[src/core/micro_address_stack_pkg.sv]
package micro_address_stack_pkg;

	localparam int ADDR_W = 19;
	localparam int WORD_W = 24;
	localparam int MICRO_W = 16;
	localparam int STACK_DEPTH = 16;
	localparam int PTR_W = 4;
	localparam int LEN_W = 5;
	localparam int LIT_W = 12;
	localparam int NIB_COUNT = 6;

	localparam logic [ADDR_W-1:0] MICRO_STEP = 19'h00010;
	localparam logic [ADDR_W-1:0] MAR_RESET = 19'h00000;
	localparam logic [WORD_W-1:0] WORD_RESET = 24'h000000;
	localparam logic [PTR_W-1:0] PTR_RESET = 4'h0;
	localparam logic [WORD_W-1:0] ALT_MEM_SIZE = 24'h000000;
	localparam logic [WORD_W-1:0] MEM_SIZE_DEFAULT = 24'h080000;

	typedef struct packed {
		logic [3:0] group;
		logic [1:0] sel;
	} reg_code_t;

	localparam reg_code_t RC_OPERAND_FIRST = '{group: 4'h0, sel: 2'h2};
	localparam reg_code_t RC_OPERAND_SECOND = '{group: 4'h1, sel: 2'h2};
	localparam reg_code_t RC_TRANSFORM = '{group: 4'h2, sel: 2'h2};
	localparam reg_code_t RC_LOGIC = '{group: 4'h3, sel: 2'h2};
	localparam reg_code_t RC_MICRO_ADDR = '{group: 4'h4, sel: 2'h2};
	localparam reg_code_t RC_PROT_BASE = '{group: 4'h6, sel: 2'h2};
	localparam reg_code_t RC_PROT_LIMIT = '{group: 4'h7, sel: 2'h2};
	localparam reg_code_t RC_FIELD_ADDR = '{group: 4'h8, sel: 2'h2};
	localparam reg_code_t RC_MEM_SIZE = '{group: 4'h9, sel: 2'h3};
	localparam reg_code_t RC_ALT_MEM_SIZE = '{group: 4'hA, sel: 2'h3};
	localparam reg_code_t RC_STACK_TOP = '{group: 4'hB, sel: 2'h2};
	localparam logic [3:0] TRANSFORM_NIB_GROUP = 4'h0;
	localparam logic [3:0] LOGIC_NIB_GROUP = 4'h8;
	localparam logic [1:0] NIB_SEL = 2'h0;

	localparam logic [1:0] MREG_FIRST = 2'h0;
	localparam logic [1:0] MREG_SECOND = 2'h1;
	localparam logic [1:0] MREG_LOGIC = 2'h2;
	localparam logic [1:0] MREG_TRANSFORM = 2'h3;

	typedef enum logic [3:0] {
		OP_MOVE = 4'h0,
		OP_BRANCH = 4'h1,
		OP_FETCH = 4'h2,
		OP_MEMORY_RW = 4'h3,
		OP_FIELD_COUNT = 4'h4,
		OP_SHIFT_ONE = 4'h5,
		OP_SHIFT_TWO = 4'h6,
		OP_SHIFT_THREE = 4'h7,
		OP_TRANSFORM_SHIFT = 4'h8,
		OP_EXTRACT = 4'h9,
		OP_CALL = 4'hA
	} op_kind_t;

	typedef struct packed {
		op_kind_t kind;
		reg_code_t src;
		reg_code_t dst;
		logic down;
		logic rotate;
		logic left;
		logic mem_write;
		logic [1:0] mem_reg;
		logic [LIT_W-1:0] literal;
	} micro_op_t;

	typedef struct packed {
		logic rd;
		logic wr;
		logic rotate;
		logic [ADDR_W-1:0] addr;
		logic [LEN_W-1:0] len;
		logic [WORD_W-1:0] wdata;
	} mem_req_t;

	typedef enum logic [2:0] {
		ST_IDLE = 3'b001,
		ST_FETCH = 3'b010,
		ST_DATA = 3'b100
	} seq_state_t;

endpackage

[src/core/micro_address_stack_regs.sv]
`timescale 1ns/1ps
// Overview of operation
// - Micro address register is 19 bits, shared by fetch and data addressing.
// - Micro fetch uses address with low four bits zero; loads 16-bit micro.
// - Micro fetch data bypasses the memory rotator.
// - Branch adds or subtracts a 12-bit increment times 16 to the address.
// - Run mode advances the address by 16 per micro; wrap allowed.
// - Memory read/write uses full 19-bit bit address through the rotator.
// - During data access the next micro address is held, then restored.
// - Reading the micro address register drives all its bits onto the exchange.
// - Writing the micro address copies low 19 bits of the source and counts as a branch.
// - Stack-top write increments the pointer, then stores at the new entry.
// - Stack-top read delivers the current entry, then decrements the pointer.
// - Return stack: 16 entries of 24 bits, LIFO, pointer wraps modulo 16.
// - Return is a move from stack top into the micro address register.
// - Installed memory size is a wired 24-bit constant; writes ignored.
// - Base and limit are 24-bit read/write; no access blocking here.
// - Alternate memory size reads as all zeros.
// - Both operands, logic and transform registers take memory data.
// - Shift micros: first operand three, second two, transform shift and extract.
// - Logic and transform registers also addressable as six 4-bit groups.
// - Memory micro counts field address by literal, or length field if zero.
// - Field count micro counts field address up or down by its variant.
// - Memory operations load low 19 bits of field address into micro address.
// - Length field is five bits, lengths one to twenty-four.
// - Registers picked by 16-group coordinate and four-way select coordinate.
module micro_address_stack_regs
	import micro_address_stack_pkg::*;
#(
	parameter logic [WORD_W-1:0] INSTALLED_MEMORY_SIZE = MEM_SIZE_DEFAULT
)
(
	input  wire logic                 mclk,
	input  wire logic                 reset,
	input  wire logic                 op_valid,
	input  wire micro_op_t            op,
	output logic                      op_ready,
	input  wire logic                 run_mode,
	input  wire logic [LEN_W-1:0]     operand_length_field,
	input  wire logic [WORD_W-1:0]    ext_src_data,
	output logic [WORD_W-1:0]         mex_bus,
	output logic                      branch_taken,
	output mem_req_t                  mem_req,
	input  wire logic                 mem_ack,
	input  wire logic [WORD_W-1:0]    mem_rdata,
	output logic [MICRO_W-1:0]        micro_instr,
	output logic [ADDR_W-1:0]         micro_program_address,
	output logic [PTR_W-1:0]          stack_ptr
);

	seq_state_t                       st_r;
	logic [ADDR_W-1:0]                mar_r;
	logic [ADDR_W-1:0]                next_address_hold;
	logic [PTR_W-1:0]                 ptr_r;
	logic [WORD_W-1:0]                stack_mem [STACK_DEPTH];
	logic [WORD_W-1:0]                first_r;
	logic [WORD_W-1:0]                second_r;
	logic [WORD_W-1:0]                logic_r;
	logic [WORD_W-1:0]                transform_r;
	logic [WORD_W-1:0]                base_r;
	logic [WORD_W-1:0]                limit_r;
	logic [WORD_W-1:0]                fa_r;
	logic [MICRO_W-1:0]               micro_r;
	logic [WORD_W-1:0]                mex_r;
	logic                             branch_r;
	mem_req_t                         req_r;
	micro_op_t                        pend_r;

	logic                             go;
	logic                             move_go;
	logic [WORD_W-1:0]                src_val;
	logic [WORD_W-1:0]                mem_wval;
	logic [ADDR_W-1:0]                branch_step;
	logic [LEN_W-1:0]                 step_len;
	logic [LEN_W-1:0]                 pend_len;
	logic                             data_done;
	logic                             fetch_done;
	logic [3:0]                       t_nib;
	logic [3:0]                       l_nib;

	// Hit flag in bit 3, group index in bits 2:0
	function automatic logic [3:0] nib_slot(reg_code_t c, logic [3:0] base);
		logic [3:0] off;
		off = c.group - base;
		nib_slot = {(c.sel == NIB_SEL) && (c.group >= base) && (off < 4'(NIB_COUNT)),
			off[2:0]};
	endfunction

	function automatic logic [WORD_W-1:0] nib_put(logic [WORD_W-1:0] v,
		logic [2:0] idx, logic [3:0] d);
		logic [WORD_W-1:0] r;
		r = v;
		r[WORD_W-1-4*idx -: 4] = d;
		nib_put = r;
	endfunction

	function automatic logic [WORD_W-1:0] shift24(logic [WORD_W-1:0] v,
		logic [4:0] amt, logic left, logic rot);
		logic [2*WORD_W-1:0] d;
		d = {v, v};
		if (left)
		begin
			d = d << amt;
			shift24 = rot ? d[2*WORD_W-1:WORD_W] : v << amt;
		end
		else
		begin
			d = d >> amt;
			shift24 = rot ? d[WORD_W-1:0] : v >> amt;
		end
	endfunction

	function automatic logic [WORD_W-1:0] mreg_val(logic [1:0] s, logic [WORD_W-1:0] x,
		logic [WORD_W-1:0] y, logic [WORD_W-1:0] l, logic [WORD_W-1:0] t);
		case (s)
			MREG_FIRST:  mreg_val = x;
			MREG_SECOND: mreg_val = y;
			MREG_LOGIC:  mreg_val = l;
			default:     mreg_val = t;
		endcase
	endfunction

	assign go = op_valid && (st_r == ST_IDLE);
	assign move_go = go && (op.kind == OP_MOVE);
	assign op_ready = (st_r == ST_IDLE);
	assign data_done = (st_r == ST_DATA) && mem_ack;
	assign fetch_done = (st_r == ST_FETCH) && mem_ack;
	assign branch_step = {3'h0, op.literal, 4'h0};
	assign step_len = (op.literal[LEN_W-1:0] == '0) ? operand_length_field
		: op.literal[LEN_W-1:0];
	assign pend_len = (pend_r.literal[LEN_W-1:0] == '0) ? operand_length_field
		: pend_r.literal[LEN_W-1:0];
	assign t_nib = nib_slot(op.src, TRANSFORM_NIB_GROUP);
	assign l_nib = nib_slot(op.src, LOGIC_NIB_GROUP);
	assign mem_wval = mreg_val(op.mem_reg, first_r, second_r, logic_r, transform_r);

	// Source selection by group and select coordinates
	always_comb
	begin
		src_val = ext_src_data;
		if (t_nib[3])
			src_val = {20'h00000, transform_r[WORD_W-1-4*t_nib[2:0] -: 4]};
		else if (l_nib[3])
			src_val = {20'h00000, logic_r[WORD_W-1-4*l_nib[2:0] -: 4]};
		else
		begin
			case (op.src)
				RC_OPERAND_FIRST:  src_val = first_r;
				RC_OPERAND_SECOND: src_val = second_r;
				RC_TRANSFORM:      src_val = transform_r;
				RC_LOGIC:          src_val = logic_r;
				RC_MICRO_ADDR:     src_val = {5'h00, mar_r};
				RC_PROT_BASE:      src_val = base_r;
				RC_PROT_LIMIT:     src_val = limit_r;
				RC_FIELD_ADDR:     src_val = fa_r;
				RC_MEM_SIZE:       src_val = INSTALLED_MEMORY_SIZE;
				RC_ALT_MEM_SIZE:   src_val = ALT_MEM_SIZE;
				RC_STACK_TOP:      src_val = stack_mem[ptr_r];
				default:           src_val = ext_src_data;
			endcase
		end
	end

	// Sequencer for fetch and data memory cycles
	always_ff @(posedge mclk or posedge reset)
	begin
		if (reset)
			st_r <= ST_IDLE;
		else
		begin
			case (st_r)
				ST_IDLE:
					if (go && op.kind == OP_FETCH)
						st_r <= ST_FETCH;
					else if (go && op.kind == OP_MEMORY_RW)
						st_r <= ST_DATA;
				ST_FETCH:
					if (mem_ack)
						st_r <= ST_IDLE;
				ST_DATA:
					if (mem_ack)
						st_r <= ST_IDLE;
				default:
					st_r <= ST_IDLE;
			endcase
		end
	end

	// Memory request, held until acknowledged
	always_ff @(posedge mclk or posedge reset)
	begin
		if (reset)
		begin
			req_r <= '0;
			pend_r <= '0;
		end
		else if (go && op.kind == OP_FETCH)
		begin
			req_r <= '0;
			req_r.rd <= 1'b1;
			req_r.rotate <= 1'b0;
			req_r.addr <= {mar_r[ADDR_W-1:4], 4'h0};
			req_r.len <= 5'(MICRO_W);
		end
		else if (go && op.kind == OP_MEMORY_RW)
		begin
			pend_r <= op;
			req_r.rd <= !op.mem_write;
			req_r.wr <= op.mem_write;
			req_r.rotate <= 1'b1;
			req_r.addr <= fa_r[ADDR_W-1:0];
			req_r.len <= step_len;
			req_r.wdata <= mem_wval;
		end
		else if (mem_ack)
		begin
			req_r.rd <= 1'b0;
			req_r.wr <= 1'b0;
		end
	end

	// Micro instruction register
	always_ff @(posedge mclk or posedge reset)
	begin
		if (reset)
			micro_r <= '0;
		else if (fetch_done)
			micro_r <= mem_rdata[MICRO_W-1:0];
	end

	// Shared micro program / memory address register
	always_ff @(posedge mclk or posedge reset)
	begin
		if (reset)
		begin
			mar_r <= MAR_RESET;
			next_address_hold <= MAR_RESET;
			branch_r <= 1'b0;
		end
		else
		begin
			branch_r <= 1'b0;
			if (data_done)
				mar_r <= next_address_hold;
			else if (fetch_done && run_mode)
				mar_r <= mar_r + MICRO_STEP;
			else if (go && op.kind == OP_MEMORY_RW)
			begin
				next_address_hold <= mar_r;
				mar_r <= fa_r[ADDR_W-1:0];
			end
			else if (move_go && op.dst == RC_MICRO_ADDR)
			begin
				mar_r <= src_val[ADDR_W-1:0];
				branch_r <= 1'b1;
			end
			else if (go && (op.kind == OP_BRANCH || op.kind == OP_CALL))
			begin
				mar_r <= op.down ? mar_r - branch_step : mar_r + branch_step;
				branch_r <= 1'b1;
			end
		end
	end

	// Return stack pointer, wraps modulo sixteen
	always_ff @(posedge mclk or posedge reset)
	begin
		if (reset)
			ptr_r <= PTR_RESET;
		else if (go && op.kind == OP_CALL)
			ptr_r <= ptr_r + 4'h1;
		else if (move_go)
			ptr_r <= ptr_r + 4'(op.dst == RC_STACK_TOP)
				- 4'(op.src == RC_STACK_TOP);
	end

	// Return stack storage, no reset
	always_ff @(posedge mclk)
	begin
		if (go && op.kind == OP_CALL)
			stack_mem[ptr_r + 4'h1] <= {5'h00, mar_r};
		else if (move_go && op.dst == RC_STACK_TOP)
			stack_mem[ptr_r + 4'h1] <= src_val;
	end

	// First operand register
	always_ff @(posedge mclk or posedge reset)
	begin
		if (reset)
			first_r <= WORD_RESET;
		else if (data_done && !pend_r.mem_write && pend_r.mem_reg == MREG_FIRST)
			first_r <= mem_rdata;
		else if (move_go && op.dst == RC_OPERAND_FIRST)
			first_r <= src_val;
		else if (go && !op.mem_reg[0] && (op.kind == OP_SHIFT_ONE
			|| op.kind == OP_SHIFT_TWO))
			first_r <= shift24(first_r, op.literal[4:0], op.left, op.rotate);
		else if (go && op.kind == OP_SHIFT_THREE)
			first_r <= shift24(first_r, op.literal[4:0], op.left, op.rotate);
	end

	// Second operand register
	always_ff @(posedge mclk or posedge reset)
	begin
		if (reset)
			second_r <= WORD_RESET;
		else if (data_done && !pend_r.mem_write && pend_r.mem_reg == MREG_SECOND)
			second_r <= mem_rdata;
		else if (move_go && op.dst == RC_OPERAND_SECOND)
			second_r <= src_val;
		else if (go && op.mem_reg[0] && (op.kind == OP_SHIFT_ONE
			|| op.kind == OP_SHIFT_TWO))
			second_r <= shift24(second_r, op.literal[4:0], op.left, op.rotate);
	end

	// Logic register, whole word or nibble groups
	always_ff @(posedge mclk or posedge reset)
	begin
		if (reset)
			logic_r <= WORD_RESET;
		else if (data_done && !pend_r.mem_write && pend_r.mem_reg == MREG_LOGIC)
			logic_r <= mem_rdata;
		else if (move_go && op.dst == RC_LOGIC)
			logic_r <= src_val;
		else if (move_go && nib_slot(op.dst, LOGIC_NIB_GROUP) >= 4'h8)
			logic_r <= nib_put(logic_r, 3'(nib_slot(op.dst, LOGIC_NIB_GROUP)),
				src_val[3:0]);
	end

	// Transform register, nibble groups, shift and extract
	always_ff @(posedge mclk or posedge reset)
	begin
		if (reset)
			transform_r <= WORD_RESET;
		else if (data_done && !pend_r.mem_write && pend_r.mem_reg == MREG_TRANSFORM)
			transform_r <= mem_rdata;
		else if (move_go && op.dst == RC_TRANSFORM)
			transform_r <= src_val;
		else if (move_go && nib_slot(op.dst, TRANSFORM_NIB_GROUP) >= 4'h8)
			transform_r <= nib_put(transform_r,
				3'(nib_slot(op.dst, TRANSFORM_NIB_GROUP)), src_val[3:0]);
		else if (go && op.kind == OP_TRANSFORM_SHIFT)
			transform_r <= shift24(transform_r, op.literal[4:0], op.left, op.rotate);
		else if (go && op.kind == OP_EXTRACT)
			transform_r <= (transform_r >> op.literal[4:0])
				& ~({WORD_W{1'b1}} << op.literal[9:5]);
	end

	// Base and limit; range checking is left to software
	always_ff @(posedge mclk or posedge reset)
	begin
		if (reset)
		begin
			base_r <= WORD_RESET;
			limit_r <= WORD_RESET;
		end
		else if (move_go && op.dst == RC_PROT_BASE)
			base_r <= src_val;
		else if (move_go && op.dst == RC_PROT_LIMIT)
			limit_r <= src_val;
	end

	// Field bit address register with up/down counting
	always_ff @(posedge mclk or posedge reset)
	begin
		if (reset)
			fa_r <= WORD_RESET;
		else if (data_done)
			fa_r <= pend_r.down ? fa_r - 24'(pend_len) : fa_r + 24'(pend_len);
		else if (move_go && op.dst == RC_FIELD_ADDR)
			fa_r <= src_val;
		else if (go && op.kind == OP_FIELD_COUNT)
			fa_r <= op.down ? fa_r - 24'(step_len) : fa_r + 24'(step_len);
	end

	// Main exchange capture of each move
	always_ff @(posedge mclk or posedge reset)
	begin
		if (reset)
			mex_r <= WORD_RESET;
		else if (move_go)
			mex_r <= src_val;
	end

	assign mex_bus = mex_r;
	assign branch_taken = branch_r;
	assign mem_req = req_r;
	assign micro_instr = micro_r;
	assign micro_program_address = mar_r;
	assign stack_ptr = ptr_r;

endmodule // micro_address_stack_regs

[config.mk]
export PLATFORM = sky130hd
export DESIGN_NAME = micro_address_stack_regs
export DESIGN_NICKNAME = d
export VERILOG_FILES = /design/src/core/micro_address_stack_pkg.sv /design/src/core/micro_address_stack_regs.sv
export SDC_FILE = /design/constraint.sdc
export NUM_CORES = 2
export LEC_CHECK = 0
export BUFFER_PORTS_ARGS = -buffer_cell sky130_fd_sc_hd__buf_4
export CORE_ASPECT_RATIO = 0.7
export CORE_MARGIN = 3
export CORE_UTILIZATION = 30
export DETAILED_ROUTE_END_ITERATION = 12
export PLACE_DENSITY = 0.43
export SYNTH_ARGS = -nofsm -noshare
export SYNTH_HDL_FRONTEND = slang
export SYNTH_SLANG_ARGS = --single-unit
export TNS_END_PERCENT = 50
[constraint.sdc]
create_clock -name mclk -period 24.6 [get_ports mclk]
set_input_delay 0 -clock mclk [delete_from_list [all_inputs] [get_ports mclk]]
set_output_delay 0 -clock mclk [all_outputs]
set_load 0.05 [all_outputs]
==> results.py <==
metrics = {
    "cts": {
        "cts_tree": "built",
        "clkTransAtPathRegs_ns": 0.06,
        "cts.path.max_buffers": 3,
        "clk_latency_ns": 0.74,
        "cts_sinks": 698,
        "cts.htree.levels": 3,
        "cts_buffers": 79,
        "hold_buffers": 65,
        "cts_setup_buffers": 0,
        "cts_root_buf": "clkbuf_16",
        "cts_resized": 0,
    },
    "global_route": {
        "grt_use_total": 0.2867,
        "grt_pass1_vias": 39240,
        "grt_pass1_wl_mm": 326.9,
        "antenna_found_initial": 33,
        "grt_remaining_overflow": 0,
        "grt_max_degree": 127,
    },
    "yosys": {
        "ys_async_sr_fraction": 0.4499,
        "syn_nets": 4720,
        "synth_area_sq_mm": 0.04661,
        "yosysWarnings": 0,
        "synth-main-ff-cell": "edfxtp_1",
        "synth_edf_count": 384,
        "netlist_instances": 4542,
        "synth_seq_cells": 698,
        "avgSynthCellArea_sq_um": 10.26,
        "seq_area_frac_synth": 0.4160,
        "synth.distinct_cells": 91,
    },
    "floorplan": {
        "ioPinCount": 208,
        "start_util": 0.3035,
        "die_x_um": 477.1,
        "dieHeight_um": 335.8,
        "core_area_sq_mm": 0.1536,
        "die_area_sq_mm": 0.1602,
        "fp-row-count": 120,
    },
    "routing": {
        "maxUsedRoutingLayer": "met5",
        "vias": 42326,
        "drc": 0,
        "wl_mm": 237.1,
        "vias_per_cell": 6.265,
        "wl_met1_mm": 106.5,
        "wl_per_cell_um": 35.09,
        "route.met3.wl_mm": 30.75,
        "ant_nets": 0,
        "drt-initial-drc-count": 6657,
        "wl_met2_mm": 93.21,
        "firstDrtPassIters": 7,
    },
    "pwr": {
        "ir_drop_v": 0.00005430,
        "power_density_mw_per_mm2": 96.51,
        "p_leak_nw": 20.18,
    },
    "timing": {
        "slew_violations": 0,
        "fin_crit_sh": 0.2210,
        "relSlewSlack": 0.1274,
        "finalSetupViolCount": 0,
        "finalSetupTns_ns": 0,
        "fmax_mhz": 183.9,
        "layout_setup_ws_ns": 19.16,
        "tightest_slew_ns": 1.304,
        "hold_viol": 0,
        "rsz0062_at_grt": "no",
        "fin_crit_ns": 5.438,
        "fin_skew_ns": 0.07396,
    },
    "worst_setup_path": {
        "cp-end-kind": "register",
        "reg2reg_depth": 7,
        "r2r-start": "stack_ptr[0]",
        "path_cells": "buf_4, buf_4, mux4_2, mux4_2, a221oi_1, or2_1, o21ai_1",
        "r2r-end": "stack_mem[10][17]",
        "cp.arrival_ns": 5.73,
        "cp_max_fo": 42,
        "start_kind": "register",
        "worstPathRequired_ns": 24.90,
        "crit_type": "register to register",
        "max_stage_delay_ns": 0.98,
        "crit_path_top_delay_cell": "dfrtp_4",
        "r2r_slack_ns": 19.16,
    },
    "placed_design": {
        "io_buffers": 207,
        "gp_congestion": 0.9571,
        "dp_slack_ns": 18.82,
        "dp_hpwl_mm": 166.4,
    },
    "status": {
        "status": "finished, final reports clean",
    },
    "layout": {
        "final_common_cell": "nand2_1",
        "nFillCells": 15428,
        "largest_reg_flops": 384,
        "layout.nets": 4779,
        "final_cell_mix": "488 x nand2_1, 475 x nor2_1, 384 x edfxtp_1",
        "final_core_util": 0.3486,
        "drive_above_1_share": 0.1919,
        "regMostFlops": "stack_mem",
        "syn_to_final_growth_pct": 14.86,
    },
    "hold_path": {
        "worstHoldStart": "ext_src_data[10]",
        "hold_depth": 4,
        "hold_class": "primary input to register",
        "holdPathEnd": "micro_program_address[10]",
    },
    "job": {
        "drv_cap": 0,
    },
}
[where the power goes]
part | internal, mW | switching (mW)
clock network | 0.688 | 0.552
registers | 1.41 | 0.384
logic | 0.817 | 1.32
[area by class of cell]
cell class | count | area [sq um] | share of cell area
clock inverter | 37 | 465.4 | 0.008694
sequential | 698 | 19400 | 0.3624
timing repair buffer | 412 | 3323 | 0.06207
tap | 2074 | 2595 | 0.04847
multi-input combinational | 3356 | 25310 | 0.4727
antenna | 17 | 42.54 | 0.0007946
inverter | 54 | 215.2 | 0.004020
clock buffer | 108 | 2187 | 0.04085
[through the flow]
step	hold WS, ns	total power, mW	instance area (sq um)	instances
finish	0.05341	5.167	53540	6756
global route	0.04493	5.371	53500	6742
CTS	0.008428	5.123	53500	6739
detailed placement	0.1856	3.867	50190	6529
global placement	0.1894	3.885	50190	6529
floorplan	0.1226	3.017	46610	4542
[cell usage after synthesis (53+ instances only)]
| cell type | number | area share |
|---|---|---|
| a221oi_1 | 63 | 0.012 |
| mux2_2 | 54 | 0.013 |
| o21ai_0 | 320 | 0.034 |
| ha_1 | 82 | 0.022 |
| nor3_1 | 56 | 0.0060 |
| o22ai_1 | 68 | 0.0091 |
| dfrtp_1 | 313 | 0.17 |
| nand3_1 | 78 | 0.0084 |
| edfxtp_1 | 384 | 0.25 |
| nand2_1 | 490 | 0.039 |
| a21oi_1 | 319 | 0.034 |
| o211ai_1 | 67 | 0.011 |
| a211oi_1 | 53 | 0.0085 |
| clkbuf_1 | 292 | 0.024 |
| mux4_2 | 286 | 0.14 |
| buf_2 | 68 | 0.0073 |
| mux2i_1 | 160 | 0.034 |
| nor2_1 | 478 | 0.038 |
| a22oi_1 | 82 | 0.013 |
[worst max-delay path, delay by kind of cell, from the launching register on]
kind            cells  cell delay (ns)
compound gates      2             0.78
buf+inv             2             1.32
flops               1             0.98
mux                 2             1.05
simple gates        1             0.82
[routing by layer]
layer  GRT usage  vias to the layer above
li1            -                    17559
met1      0.4313                    21616
met2      0.3836                     2812
met3     0.09906                      335
met4     0.07582                        4
met5    0.005000                        -
[worst max-delay path by stage]
stage                            start           endpoint  slack [ns]  cells after the start
after global placement           op[0]           fa_r[23]       18.88                     21
final                     stack_ptr[0]  stack_mem[10][17]       19.16                      7
after floorplan                  reset          base_r[0]       15.92                      1
after CTS                 stack_ptr[0]   stack_mem[2][17]       19.10                      7
after global routing      stack_ptr[0]   stack_mem[2][17]       18.73                      7
after detailed placement         op[0]           fa_r[23]       18.82                     21
[cells by family (layout without fill, tap and decap cells)]
group                    count (synthesis)  count (layout)  share of synthesized area
AO/OA/AOI/OAI                         1385            1385                     0.1945
XOR/XNOR                                81              81                    0.01522
adder cells (fa/ha/maj)                 86              86                    0.02373
buffers and inverters                  488             611                    0.04402
flip-flops                             698             698                     0.4160
multiplexers                           500             500                     0.1856
other                                    0              17                          0
AND/OR/NAND/NOR                       1304            1304                     0.1209
Power figures use the tool's default switching activity.
